`src/design/synth_cal_pkg.sv`:
```
/*
 * Constants and carrier types for the synthesizer calibration, RC oscillator
 * and sleep-volatile test register bank.
 * Assumes a register-access front end (the SPI slave) on the same clock,
 * which hands over one decoded read or write per request.
 */
// Functional notes
// - Band bit picks high or low VCO core
// - Five-bit VCO current, calibration result, overridable
// - Six-bit coarse tune, calibration result, overridable
// - Seven-bit calibration control, host read/write
// - Test registers lose contents through sleep
// - Code 0xBF enables temperature sensor in idle
// - Wake forces test b internally by retention
// - Test b reads its reset value after wake
// - Wake forces test a internally by retention
// - Test a reads its reset value after wake
package synth_cal_pkg;

	// ****************************************************************
	// Register offsets
	// ****************************************************************
	localparam int          ADDR_WIDTH                  = 6;
	localparam logic [5:0]  ADDR_SYNTH_CAL_VCO_CURRENT  = 6'h24;
	localparam logic [5:0]  ADDR_SYNTH_CAL_COARSE_TUNE  = 6'h25;
	localparam logic [5:0]  ADDR_SYNTH_CAL_CONTROL      = 6'h26;
	localparam logic [5:0]  ADDR_RC_OSC_CONFIG_HIGH     = 6'h27;
	localparam logic [5:0]  ADDR_RC_OSC_CONFIG_LOW      = 6'h28;
	localparam logic [5:0]  ADDR_SYNTH_TEST_CONTROL     = 6'h29;
	localparam logic [5:0]  ADDR_PRODUCTION_TEST        = 6'h2A;
	localparam logic [5:0]  ADDR_GAIN_CONTROL_TEST      = 6'h2B;
	localparam logic [5:0]  ADDR_MISC_TEST_B            = 6'h2C;
	localparam logic [5:0]  ADDR_MISC_TEST_A            = 6'h2D;

	// ****************************************************************
	// Field positions and widths
	// ****************************************************************
	localparam int VCO_CURRENT_WIDTH  = 5;  // Bits 4:0 of 0x24
	localparam int VCO_BAND_BIT       = 5;  // Bit 5 of 0x24
	localparam int COARSE_TUNE_WIDTH  = 6;  // Bits 5:0 of 0x25
	localparam int CAL_CONTROL_WIDTH  = 7;  // Bits 6:0 of 0x26
	localparam int RC_OSC_WIDTH       = 7;  // Bits 6:0 of 0x27, 0x28
	localparam int TEST_WIDTH         = 8;  // Full byte test registers

	// ****************************************************************
	// Reset values
	// ****************************************************************
	localparam logic [0:0] RESET_VCO_BAND       = 1'h0;
	localparam logic [4:0] RESET_VCO_CURRENT    = 5'h0A;
	localparam logic [5:0] RESET_COARSE_TUNE    = 6'h20;
	localparam logic [6:0] RESET_CAL_CONTROL    = 7'h0D;
	localparam logic [6:0] RESET_RC_OSC_HIGH    = 7'h41;
	localparam logic [6:0] RESET_RC_OSC_LOW     = 7'h00;
	localparam logic [7:0] RESET_SYNTH_TEST     = 8'h59;
	localparam logic [7:0] RESET_PRODUCTION     = 8'h7F;
	localparam logic [7:0] RESET_GAIN_TEST      = 8'h3F;
	localparam logic [7:0] RESET_MISC_TEST_B    = 8'h88;
	localparam logic [7:0] RESET_MISC_TEST_A    = 8'h31;

	// ****************************************************************
	// Special codes
	// ****************************************************************
	localparam logic [7:0] TEMP_SENSOR_ENABLE   = 8'hBF;  // Production test code
	localparam logic [7:0] FORCED_TEST_B_RETAIN = 8'h81;  // Test b, retention on
	localparam logic [7:0] FORCED_TEST_A_RETAIN = 8'h35;  // Test a, retention on

	// ****************************************************************
	// Carrier types
	// ****************************************************************
	// One register request from the access front end
	typedef struct packed {
		logic                  write;  // One-cycle write strobe
		logic                  read;   // One-cycle read strobe
		logic [5:0]            addr;   // Register offset
		logic [7:0]            wdata;  // Write byte
	} reg_req_type;

	// Result handed over by the calibration engine
	typedef struct packed {
		logic                  valid;        // One-cycle load strobe
		logic [4:0]            vco_current;  // Current calibration result
		logic [5:0]            coarse_tune;  // Capacitor array result
	} cal_result_type;

endpackage

```
`src/design/field_reg.sv`:
```
/*
 * One register field: host write, optional hardware load, optional loss
 * of contents on wake from sleep.
 * Assumes write, load and wake strobes are synchronous to i_mclk.
 */
`timescale 1ns/10ps
module field_reg #(
	parameter int          WIDTH    = 8,
	parameter logic [7:0]  RESET    = 8'h00,
	parameter bit          VOLATILE = 1'b0
) (
	input  wire logic              i_mclk,
	input  wire logic              i_reset_n,
	input  wire logic              i_write,      // Host write strobe
	input  wire logic [WIDTH-1:0]  i_wdata,      // Host write data
	input  wire logic              i_load,       // Hardware load strobe
	input  wire logic [WIDTH-1:0]  i_load_data,  // Hardware load data
	input  wire logic              i_wake,       // Wake from sleep pulse
	output logic      [WIDTH-1:0]  o_q           // Stored field
);

	// Field must fit in one register byte
	if (WIDTH < 1 || WIDTH > 8) begin : g_bad_width
		$error("field_reg: WIDTH must be 1 to 8");
	end

	// ****************************************************************
	// Storage
	// ****************************************************************
	// Hardware load beats host write: a result must not be lost
	always_ff @(posedge i_mclk or negedge i_reset_n) begin
		if (!i_reset_n) begin
			o_q <= RESET[WIDTH-1:0];
		end else if (VOLATILE && i_wake) begin
			o_q <= RESET[WIDTH-1:0];
		end else if (i_load) begin
			o_q <= i_load_data;
		end else if (i_write) begin
			o_q <= i_wdata;
		end
	end

endmodule

```
`src/design/test_force_view.sv`:
```
/*
 * Analog-side view of a wake-forced test register. After wake the analog
 * section sees the forced value chosen by the retention setting, while the
 * register keeps its reset value for host reads.
 * Assumes wake and write strobes on i_mclk.
 */
`timescale 1ns/10ps
module test_force_view (
	input  wire logic        i_mclk,
	input  wire logic        i_reset_n,
	input  wire logic        i_wake,        // Wake from sleep pulse
	input  wire logic        i_write,       // Host write to this register
	input  wire logic        i_retention,   // Converter retention setting
	input  wire logic [7:0]  i_reg_value,   // Host-visible register
	input  wire logic [7:0]  i_forced_on,   // Forced value, retention on
	output logic      [7:0]  o_analog       // Value the analog part uses
);

	logic forced;  // Set by wake, until the host writes

	// ****************************************************************
	// Forced flag
	// ****************************************************************
	// Wake wins over a write in the same cycle
	always_ff @(posedge i_mclk or negedge i_reset_n) begin
		if (!i_reset_n) begin
			forced <= 1'b0;
		end else if (i_wake) begin
			forced <= 1'b1;
		end else if (i_write) begin
			forced <= 1'b0;
		end
	end

	// ****************************************************************
	// Analog value, registered
	// ****************************************************************
	// Forced value only shows here, never on the read path
	always_ff @(posedge i_mclk or negedge i_reset_n) begin
		if (!i_reset_n) begin
			o_analog <= 8'h00;
		end else if (forced && i_retention) begin
			o_analog <= i_forced_on;
		end else begin
			o_analog <= i_reg_value;
		end
	end

endmodule

```
`src/design/synth_cal_register_bank.sv`:
```
/*
 * Synthesizer calibration, RC oscillator and sleep-volatile test register
 * bank of the transceiver's configuration space.
 * Assumes: the SPI slave decodes each host access into one-cycle read or
 * write strobes on i_mclk; the calibration engine, radio state machine and
 * FIFO threshold register live elsewhere on the same clock.
 */
`timescale 1ns/10ps
module synth_cal_register_bank
	import synth_cal_pkg::*;
(
	input  wire logic            i_mclk,              // 100 MHz clock
	input  wire logic            i_reset_n,           // Async reset, active low
	input  wire reg_req_type     i_req,               // Host register request
	output logic      [7:0]      o_rdata,             // Read data, registered
	output logic                 o_rvalid,            // Read data valid pulse
	input  wire cal_result_type  i_cal,               // Calibration results
	input  wire logic            i_wake,              // Leaving sleep pulse
	input  wire logic            i_radio_idle,        // Radio is in idle
	input  wire logic            i_converter_retention_setting, // Retention
	output logic                 o_vco_band_select,   // 1 = high VCO core
	output logic      [4:0]      o_vco_current,       // VCO current setting
	output logic      [5:0]      o_coarse_tune,       // VCO capacitor array
	output logic      [6:0]      o_cal_control,       // Calibration control
	output logic      [6:0]      o_rc_osc_high,       // RC oscillator config
	output logic      [6:0]      o_rc_osc_low,        // RC oscillator config
	output logic      [7:0]      o_synth_test,        // Synth test value
	output logic      [7:0]      o_gain_test,         // Gain control test
	output logic      [7:0]      o_analog_test_b,     // Test b, analog view
	output logic      [7:0]      o_analog_test_a,     // Test a, analog view
	output logic                 o_temp_sensor_en     // Temperature sensor on
);

	// ****************************************************************
	// Address decode
	// ****************************************************************
	logic wr_vco;      // Write to 0x24
	logic wr_coarse;   // Write to 0x25
	logic wr_control;  // Write to 0x26
	logic wr_rc_high;  // Write to 0x27
	logic wr_rc_low;   // Write to 0x28
	logic wr_synth;    // Write to 0x29
	logic wr_production_test;    // Write to 0x2A
	logic wr_gain;     // Write to 0x2B
	logic wr_test_b;   // Write to 0x2C
	logic wr_test_a;   // Write to 0x2D

	// Plain compares; a miss writes nothing
	assign wr_vco     = i_req.write && (i_req.addr == ADDR_SYNTH_CAL_VCO_CURRENT);
	assign wr_coarse  = i_req.write && (i_req.addr == ADDR_SYNTH_CAL_COARSE_TUNE);
	assign wr_control = i_req.write && (i_req.addr == ADDR_SYNTH_CAL_CONTROL);
	assign wr_rc_high = i_req.write && (i_req.addr == ADDR_RC_OSC_CONFIG_HIGH);
	assign wr_rc_low  = i_req.write && (i_req.addr == ADDR_RC_OSC_CONFIG_LOW);
	assign wr_synth   = i_req.write && (i_req.addr == ADDR_SYNTH_TEST_CONTROL);
	assign wr_production_test   = i_req.write && (i_req.addr == ADDR_PRODUCTION_TEST);
	assign wr_gain    = i_req.write && (i_req.addr == ADDR_GAIN_CONTROL_TEST);
	assign wr_test_b  = i_req.write && (i_req.addr == ADDR_MISC_TEST_B);
	assign wr_test_a  = i_req.write && (i_req.addr == ADDR_MISC_TEST_A);

	// ****************************************************************
	// Register storage
	// ****************************************************************
	logic [7:0] production_test;  // Production test register
	logic [7:0] misc_test_b;      // Host-visible test b
	logic [7:0] misc_test_a;      // Host-visible test a

	field_reg #(
		.WIDTH    (1),
		.RESET    ({7'h00, RESET_VCO_BAND}),
		.VOLATILE (1'b0)
	) u_vco_band (
		.i_mclk      (i_mclk),
		.i_reset_n   (i_reset_n),
		.i_write     (wr_vco),
		.i_wdata     (i_req.wdata[VCO_BAND_BIT]),
		.i_load      (1'b0),
		.i_load_data (1'b0),
		.i_wake      (i_wake),
		.o_q         (o_vco_band_select)
	);

	field_reg #(
		.WIDTH    (VCO_CURRENT_WIDTH),
		.RESET    ({3'h0, RESET_VCO_CURRENT}),
		.VOLATILE (1'b0)
	) u_vco_current (
		.i_mclk      (i_mclk),
		.i_reset_n   (i_reset_n),
		.i_write     (wr_vco),
		.i_wdata     (i_req.wdata[VCO_CURRENT_WIDTH-1:0]),
		.i_load      (i_cal.valid),
		.i_load_data (i_cal.vco_current),
		.i_wake      (i_wake),
		.o_q         (o_vco_current)
	);

	field_reg #(
		.WIDTH    (COARSE_TUNE_WIDTH),
		.RESET    ({2'h0, RESET_COARSE_TUNE}),
		.VOLATILE (1'b0)
	) u_coarse_tune (
		.i_mclk      (i_mclk),
		.i_reset_n   (i_reset_n),
		.i_write     (wr_coarse),
		.i_wdata     (i_req.wdata[COARSE_TUNE_WIDTH-1:0]),
		.i_load      (i_cal.valid),
		.i_load_data (i_cal.coarse_tune),
		.i_wake      (i_wake),
		.o_q         (o_coarse_tune)
	);

	field_reg #(
		.WIDTH    (CAL_CONTROL_WIDTH),
		.RESET    ({1'h0, RESET_CAL_CONTROL}),
		.VOLATILE (1'b0)
	) u_cal_control (
		.i_mclk      (i_mclk),
		.i_reset_n   (i_reset_n),
		.i_write     (wr_control),
		.i_wdata     (i_req.wdata[CAL_CONTROL_WIDTH-1:0]),
		.i_load      (1'b0),
		.i_load_data ('0),
		.i_wake      (i_wake),
		.o_q         (o_cal_control)
	);

	field_reg #(
		.WIDTH    (RC_OSC_WIDTH),
		.RESET    ({1'h0, RESET_RC_OSC_HIGH}),
		.VOLATILE (1'b0)
	) u_rc_high (
		.i_mclk      (i_mclk),
		.i_reset_n   (i_reset_n),
		.i_write     (wr_rc_high),
		.i_wdata     (i_req.wdata[RC_OSC_WIDTH-1:0]),
		.i_load      (1'b0),
		.i_load_data ('0),
		.i_wake      (i_wake),
		.o_q         (o_rc_osc_high)
	);

	field_reg #(
		.WIDTH    (RC_OSC_WIDTH),
		.RESET    ({1'h0, RESET_RC_OSC_LOW}),
		.VOLATILE (1'b0)
	) u_rc_low (
		.i_mclk      (i_mclk),
		.i_reset_n   (i_reset_n),
		.i_write     (wr_rc_low),
		.i_wdata     (i_req.wdata[RC_OSC_WIDTH-1:0]),
		.i_load      (1'b0),
		.i_load_data ('0),
		.i_wake      (i_wake),
		.o_q         (o_rc_osc_low)
	);

	field_reg #(
		.WIDTH    (TEST_WIDTH),
		.RESET    (RESET_SYNTH_TEST),
		.VOLATILE (1'b1)
	) u_synth_test (
		.i_mclk      (i_mclk),
		.i_reset_n   (i_reset_n),
		.i_write     (wr_synth),
		.i_wdata     (i_req.wdata),
		.i_load      (1'b0),
		.i_load_data ('0),
		.i_wake      (i_wake),
		.o_q         (o_synth_test)
	);

	field_reg #(
		.WIDTH    (TEST_WIDTH),
		.RESET    (RESET_PRODUCTION),
		.VOLATILE (1'b1)
	) u_production_test (
		.i_mclk      (i_mclk),
		.i_reset_n   (i_reset_n),
		.i_write     (wr_production_test),
		.i_wdata     (i_req.wdata),
		.i_load      (1'b0),
		.i_load_data ('0),
		.i_wake      (i_wake),
		.o_q         (production_test)
	);

	field_reg #(
		.WIDTH    (TEST_WIDTH),
		.RESET    (RESET_GAIN_TEST),
		.VOLATILE (1'b1)
	) u_gain_test (
		.i_mclk      (i_mclk),
		.i_reset_n   (i_reset_n),
		.i_write     (wr_gain),
		.i_wdata     (i_req.wdata),
		.i_load      (1'b0),
		.i_load_data ('0),
		.i_wake      (i_wake),
		.o_q         (o_gain_test)
	);

	field_reg #(
		.WIDTH    (TEST_WIDTH),
		.RESET    (RESET_MISC_TEST_B),
		.VOLATILE (1'b1)
	) u_misc_test_b (
		.i_mclk      (i_mclk),
		.i_reset_n   (i_reset_n),
		.i_write     (wr_test_b),
		.i_wdata     (i_req.wdata),
		.i_load      (1'b0),
		.i_load_data ('0),
		.i_wake      (i_wake),
		.o_q         (misc_test_b)
	);

	field_reg #(
		.WIDTH    (TEST_WIDTH),
		.RESET    (RESET_MISC_TEST_A),
		.VOLATILE (1'b1)
	) u_misc_test_a (
		.i_mclk      (i_mclk),
		.i_reset_n   (i_reset_n),
		.i_write     (wr_test_a),
		.i_wdata     (i_req.wdata),
		.i_load      (1'b0),
		.i_load_data ('0),
		.i_wake      (i_wake),
		.o_q         (misc_test_a)
	);

	// ****************************************************************
	// Analog views of the wake-forced test registers
	// ****************************************************************
	// test b forced by retention
	test_force_view u_view_test_b (
		.i_mclk      (i_mclk),
		.i_reset_n   (i_reset_n),
		.i_wake      (i_wake),
		.i_write     (wr_test_b),
		.i_retention (i_converter_retention_setting),
		.i_reg_value (misc_test_b),
		.i_forced_on (FORCED_TEST_B_RETAIN),
		.o_analog    (o_analog_test_b)
	);

	test_force_view u_view_test_a (
		.i_mclk      (i_mclk),
		.i_reset_n   (i_reset_n),
		.i_wake      (i_wake),
		.i_write     (wr_test_a),
		.i_retention (i_converter_retention_setting),
		.i_reg_value (misc_test_a),
		.i_forced_on (FORCED_TEST_A_RETAIN),
		.o_analog    (o_analog_test_a)
	);

	// ****************************************************************
	// Temperature sensor enable
	// ****************************************************************
	// code 0xBF while idle
	always_ff @(posedge i_mclk or negedge i_reset_n) begin
		if (!i_reset_n) begin
			o_temp_sensor_en <= 1'b0;
		end else begin
			o_temp_sensor_en <= (production_test == TEMP_SENSOR_ENABLE) && i_radio_idle;
		end
	end

	// ****************************************************************
	// Read path
	// ****************************************************************
	logic [7:0] next_rdata;  // Selected read byte

	// unused bits and unmapped offsets read zero
	always_comb begin
		next_rdata = 8'h00;
		unique case (i_req.addr)
			ADDR_SYNTH_CAL_VCO_CURRENT: begin
				next_rdata = {2'h0, o_vco_band_select, o_vco_current};
			end
			ADDR_SYNTH_CAL_COARSE_TUNE: begin
				next_rdata = {2'h0, o_coarse_tune};
			end
			ADDR_SYNTH_CAL_CONTROL: begin
				next_rdata = {1'h0, o_cal_control};
			end
			ADDR_RC_OSC_CONFIG_HIGH: begin
				next_rdata = {1'h0, o_rc_osc_high};
			end
			ADDR_RC_OSC_CONFIG_LOW: begin
				next_rdata = {1'h0, o_rc_osc_low};
			end
			ADDR_SYNTH_TEST_CONTROL: begin
				next_rdata = o_synth_test;
			end
			ADDR_PRODUCTION_TEST: begin
				next_rdata = production_test;
			end
			ADDR_GAIN_CONTROL_TEST: begin
				next_rdata = o_gain_test;
			end
			// Host view, never the forced analog value
			ADDR_MISC_TEST_B: begin
				next_rdata = misc_test_b;
			end
			ADDR_MISC_TEST_A: begin
				next_rdata = misc_test_a;
			end
			// Offsets outside this bank
			default: begin
				next_rdata = 8'h00;
			end
		endcase
	end

	// Read data held until the next read
	always_ff @(posedge i_mclk or negedge i_reset_n) begin
		if (!i_reset_n) begin
			o_rdata <= 8'h00;
		end else if (i_req.read) begin
			o_rdata <= next_rdata;
		end
	end

	// One-cycle valid marks fresh read data
	always_ff @(posedge i_mclk or negedge i_reset_n) begin
		if (!i_reset_n) begin
			o_rvalid <= 1'b0;
		end else begin
			o_rvalid <= i_req.read;
		end
	end

endmodule

```
`config.mk`:
```
export PLATFORM = sky130hd
export DESIGN_NAME = synth_cal_register_bank
export DESIGN_NICKNAME = d
export VERILOG_FILES = /design/src/design/synth_cal_pkg.sv /design/src/design/field_reg.sv /design/src/design/test_force_view.sv /design/src/design/synth_cal_register_bank.sv
export SDC_FILE = /design/constraint.sdc
export NUM_CORES = 1
export LEC_CHECK = 0
export BUFFER_PORTS_ARGS = -buffer_cell sky130_fd_sc_hd__buf_2
export CORE_MARGIN = 10
export CORE_UTILIZATION = 30
export CTS_BUF_LIST = sky130_fd_sc_hd__clkbuf_4 sky130_fd_sc_hd__clkbuf_8 sky130_fd_sc_hd__clkbuf_16
export DETAILED_ROUTE_END_ITERATION = 10
export GPL_TIMING_DRIVEN = 0
export PLACE_DENSITY = 0.51
export SYNTH_ARGS = -nofsm -noshare
export SYNTH_HDL_FRONTEND = slang
export SYNTH_SLANG_ARGS = --single-unit
```
`constraint.sdc`:
```
create_clock -name i_mclk -period 3.5 [get_ports i_mclk]
set_input_delay 0.525 -clock i_mclk [delete_from_list [all_inputs] [get_ports i_mclk]]
set_output_delay 0.525 -clock i_mclk [all_outputs]
set_load 0.05 [all_outputs]
```
==> summary.md <==
| Metric | Value |
|---|---|
| Top Layer Used | met5 |
| Worst hold slack | 0.1692 ns |
| Routed via count | 3810 |
| Register area | between 2000 and 3000 µm² |
| Worst slack, placed | 1.248 ns |
| Iteration-0 DRC Markers | ~310 |
| Final min period | 1.943 ns |
| Die width | approximately 140 µm |
| I/O Buffers | 104 |
| TritonRoute pass-1 iters | 6 |
| Final Hold Fails | 0 |
| Post-route setup TNS | 0 ns |
| Critical path class | primary input to register |
| Largest family of logic cells by synthesized area | simple AND/OR/NAND/NOR gates |
| GPL Wtd Cong | 0.8840 |
| Syn nets | 456 |
| First-pass GRT wire length | 23960 µm |
| RSZ-0062 raised after global routing | false |
| H-tree depth | 3 |
| Post-synth design cell area | approximately 4600 µm² |
| Synth Area in Compound Gates | 0.1453 |
| Final Max Slew Viols | 0 |
| Crit-path cells | buf_2, buf_2, clkbuf_1, o21ai_0, a22oi_1, o221ai_1 |
| Vias per cell | approximately 5.2 |
| Worst-path clk slew | ~0.070 ns |
| CP Launch Type | primary input |
| Max stage delay on crit path | 0.44 ns |
| LEAKAGE | roughly 2.8 nW |
| Post-synth top flop | dfrtp_1 |
| Nets | 572 |
| DP HPWL | ~12000 µm |
| Worst R2R Path Depth | 4 |
| Die height | between 100 and 150 µm |
| Antenna violations before repair | 2 |
| Setup ws final | between 1.5 and 2 ns |
| Gr usage total | 0.1556 |
| Syn. warnings | 0 |
| Max-Cap Viols | 0 |
| GR Overflow Total | 0 |
| CP arrival | between 2 and 2.5 ns |
| Buf/Inv on CP | 3 |
| Area occupied by multi-input gates | between 1500 and 2000 µm² |
| Synthesized flop and latch total | 101 |
| Core box area | 15150 µm² |
| Mux contribution to synthesized area | 0.1009 |
| Status | finished, final reports clean |
| Metal3 WL | 1154 µm |
| CP Max Fanout | 10 |
| Power Dens Cells | slightly below 500 nW/µm² |
| Drt wl/cell | 21.44 µm |
| Simple-gate share of the synthesized area | 0.1577 |
| CTS root buf | clkbuf_16 |
| Worst Setup End Kind | register |
| Post-Route M1 WL | 6803 µm |
| Syn Area/Cell | ~11 µm² |
| Vias in the first global route | between 3000 and 4000 |
| Met2 wire len | 7384 µm |
| CTS tree | built |
| Period utilization | 0.5550 |
| Post_cts resized | 0 |
| CP delay by family, top | buffers and inverters |
| Cts bufs inserted | 9 |
| Seq/Total Area, Yosys | 0.5545 |
| Most common cell type on the critical path | buf_2 |
| Async SR Flop Fraction | 1.000 |
| # Post-CTS Setup Buffers | 0 |
| Largest net degree at the start of global routing | 58 |
| Max VDD drop | 0.2503 mV |
| Skew final | 0.005946 ns |
| Slew margin rel. | 0.4875 |
| DIE AREA | about 21000 µm² |
| Setup violations, final | 0 |
| Area grow syn2layout | 24.18% |
| Stages on the worst setup path | 6 |
| ANT nets after route | 0 |
| Synthesized instance count | about 420 |
| Total Routed Length | approximately 16000 µm |
| Ports | ~110 |
| Slew @ Worst Pin | 0.7635 ns |
| Adder-Cell Fraction of Synth Area | 0 |
| Worst hold-check path type | primary input to async pin |
| Row Count | 45 |
| Peak Freq | 514.8 MHz |
| CTS max path bufs | 2 |
| Layout cells sized above 1 | 0.3327 |
| Synth cell types | 51 |
| FILL cells | 1524 |
| Required @ worst endpoint | 3.71 ns |
| Hold buffers post-CTS | 0 |
| Clk sink count | between 100 and 150 |
| CP max-delay cell | clkbuf_1 |
| Starting Density | 0.3054 |
| Clock Latency Late Sink | 0.36 ns |
| DRC | 0 |
| Synth Area in XOR/XNOR | 0 |
| Post-synth EDFFs | 0 |
==> worst reg2reg max path, delay by kind of cell, from the launching register on <==
kind,cells,cell delay (ns)
mux,1,0.48
compound gates,2,0.42
flops,1,0.41
simple gates,1,0.19
==> routing by layer <==
| metal | global-route usage | vias up |
|---|---|---|
| li1 | - | 1753 |
| met3 | 0.04231 | 24 |
| met2 | 0.2461 | 125 |
| met4 | 0.06755 | 2 |
| met5 | 0 | - |
| met1 | 0.1954 | 1906 |
==> cell usage after synthesis, types with 3 or more instances <==
master	count	area, µm²
dfstp_2	30	788.3
nand2_1	50	187.7
a211o_1	20	175.2
mux2i_1	32	320.3
nand4_1	4	25.02
buf_2	9	45.04
nand2b_1	7	43.79
and3_1	8	50.05
buf_4	3	22.52
mux4_2	6	135.1
o2bb2ai_1	5	43.79
and2_1	12	75.07
clkbuf_1	12	45.04
o221ai_1	5	43.79
nor2_1	33	123.9
a21oi_1	5	25.02
inv_1	15	56.30
o21ai_0	36	180.2
nand3_2	3	30.03
nand3_1	14	70.07
nand3b_1	3	22.52
dfrtp_1	71	1777
a22oi_1	5	37.54
==> layout make-up <==
type,instances,share of cell area
Inverter,15,0.009802
Sequential cell,101,0.4465
Tap cell,188,0.04095
Timing Repair Buffer,105,0.09584
Antenna cell,1,0.0004356
Multi-Input combinational cell,279,0.3252
Clock buffer,12,0.04531
Buffer,28,0.02374
Clock inverter,4,0.01220
==> cells by family (layout without fill, tap and decap cells) <==
group,after synthesis,after routing
other,0,1
multiplexers,39,39
buffers and inverters,43,164
flip-flops,101,101
AO/OA/AOI/OAI,94,94
AND/OR/NAND/NOR,146,146
==> through the flow <==
stage / cells / utilization / total power, mW / area [µm²]
floorplan: 423 / - / 1.574 / 4626
global placement: 715 / 0.3553 / 1.745 / 5381
finish: 733 / 0.3793 / 2.837 / 5744
CTS: 732 / 0.3791 / 2.860 / 5742
detailed placement: 716 / 0.3573 / 1.752 / 5411
global route: 732 / 0.3791 / 2.945 / 5742
==> state kept, by name (all words and copies together) (netlist names), 5 cells and up <==
name,count
o_rdata,8
u_gain_test.o_q,8
u_misc_test_a.o_q,8
u_misc_test_b.o_q,8
u_production_test.o_q,8
u_synth_test.o_q,8
u_view_test_a.o_analog,8
u_view_test_b.o_analog,8
u_cal_control.o_q,7
u_rc_high.o_q,7
u_rc_low.o_q,7
u_coarse_tune.o_q,6
u_vco_current.o_q,5
==> final timing paths <==
kind / end / slack [ns] / startpoint
worst max-delay path: o_rdata[4] / 1.56 / i_req[9]
worst min-delay path: u_view_test_b.o_analog[0] / 0.17 / i_reset_n
worst max register to register: o_rdata[6] / 1.86 / u_gain_test.o_q[6]
worst min register to register: u_view_test_a.forced / 0.48 / u_view_test_a.forced
max in group asynchronous: u_gain_test.o_q[3] / 2.58 / i_reset_n
min in group i_mclk: o_rvalid / 0.29 / i_req[14]
==> power by group <==
part / total [mW] / leakage, nW / internal [mW] / switching, mW
combinational: 0.449 / 1.37 / 0.108 / 0.341
clock: 1.11 / 0.166 / 0.671 / 0.441
sequential: 1.28 / 1.24 / 1.23 / 0.0461
total: 2.84 / 2.78 / 2.01 / 0.828
==> placed cells by master, fill, tap and decap left out, types with 9 or more instances in the layout <==
cell type	instances
clkbuf_16	9
o21ai_0	36
inv_1	15
dfrtp_1	71
nand2_1	50
nand3_1	14
mux2i_1	32
a211o_1	20
and2_1	12
clkbuf_1	12
buf_2	112
nor2_1	33
dfstp_2	30
Power figures use the tool's default switching activity.
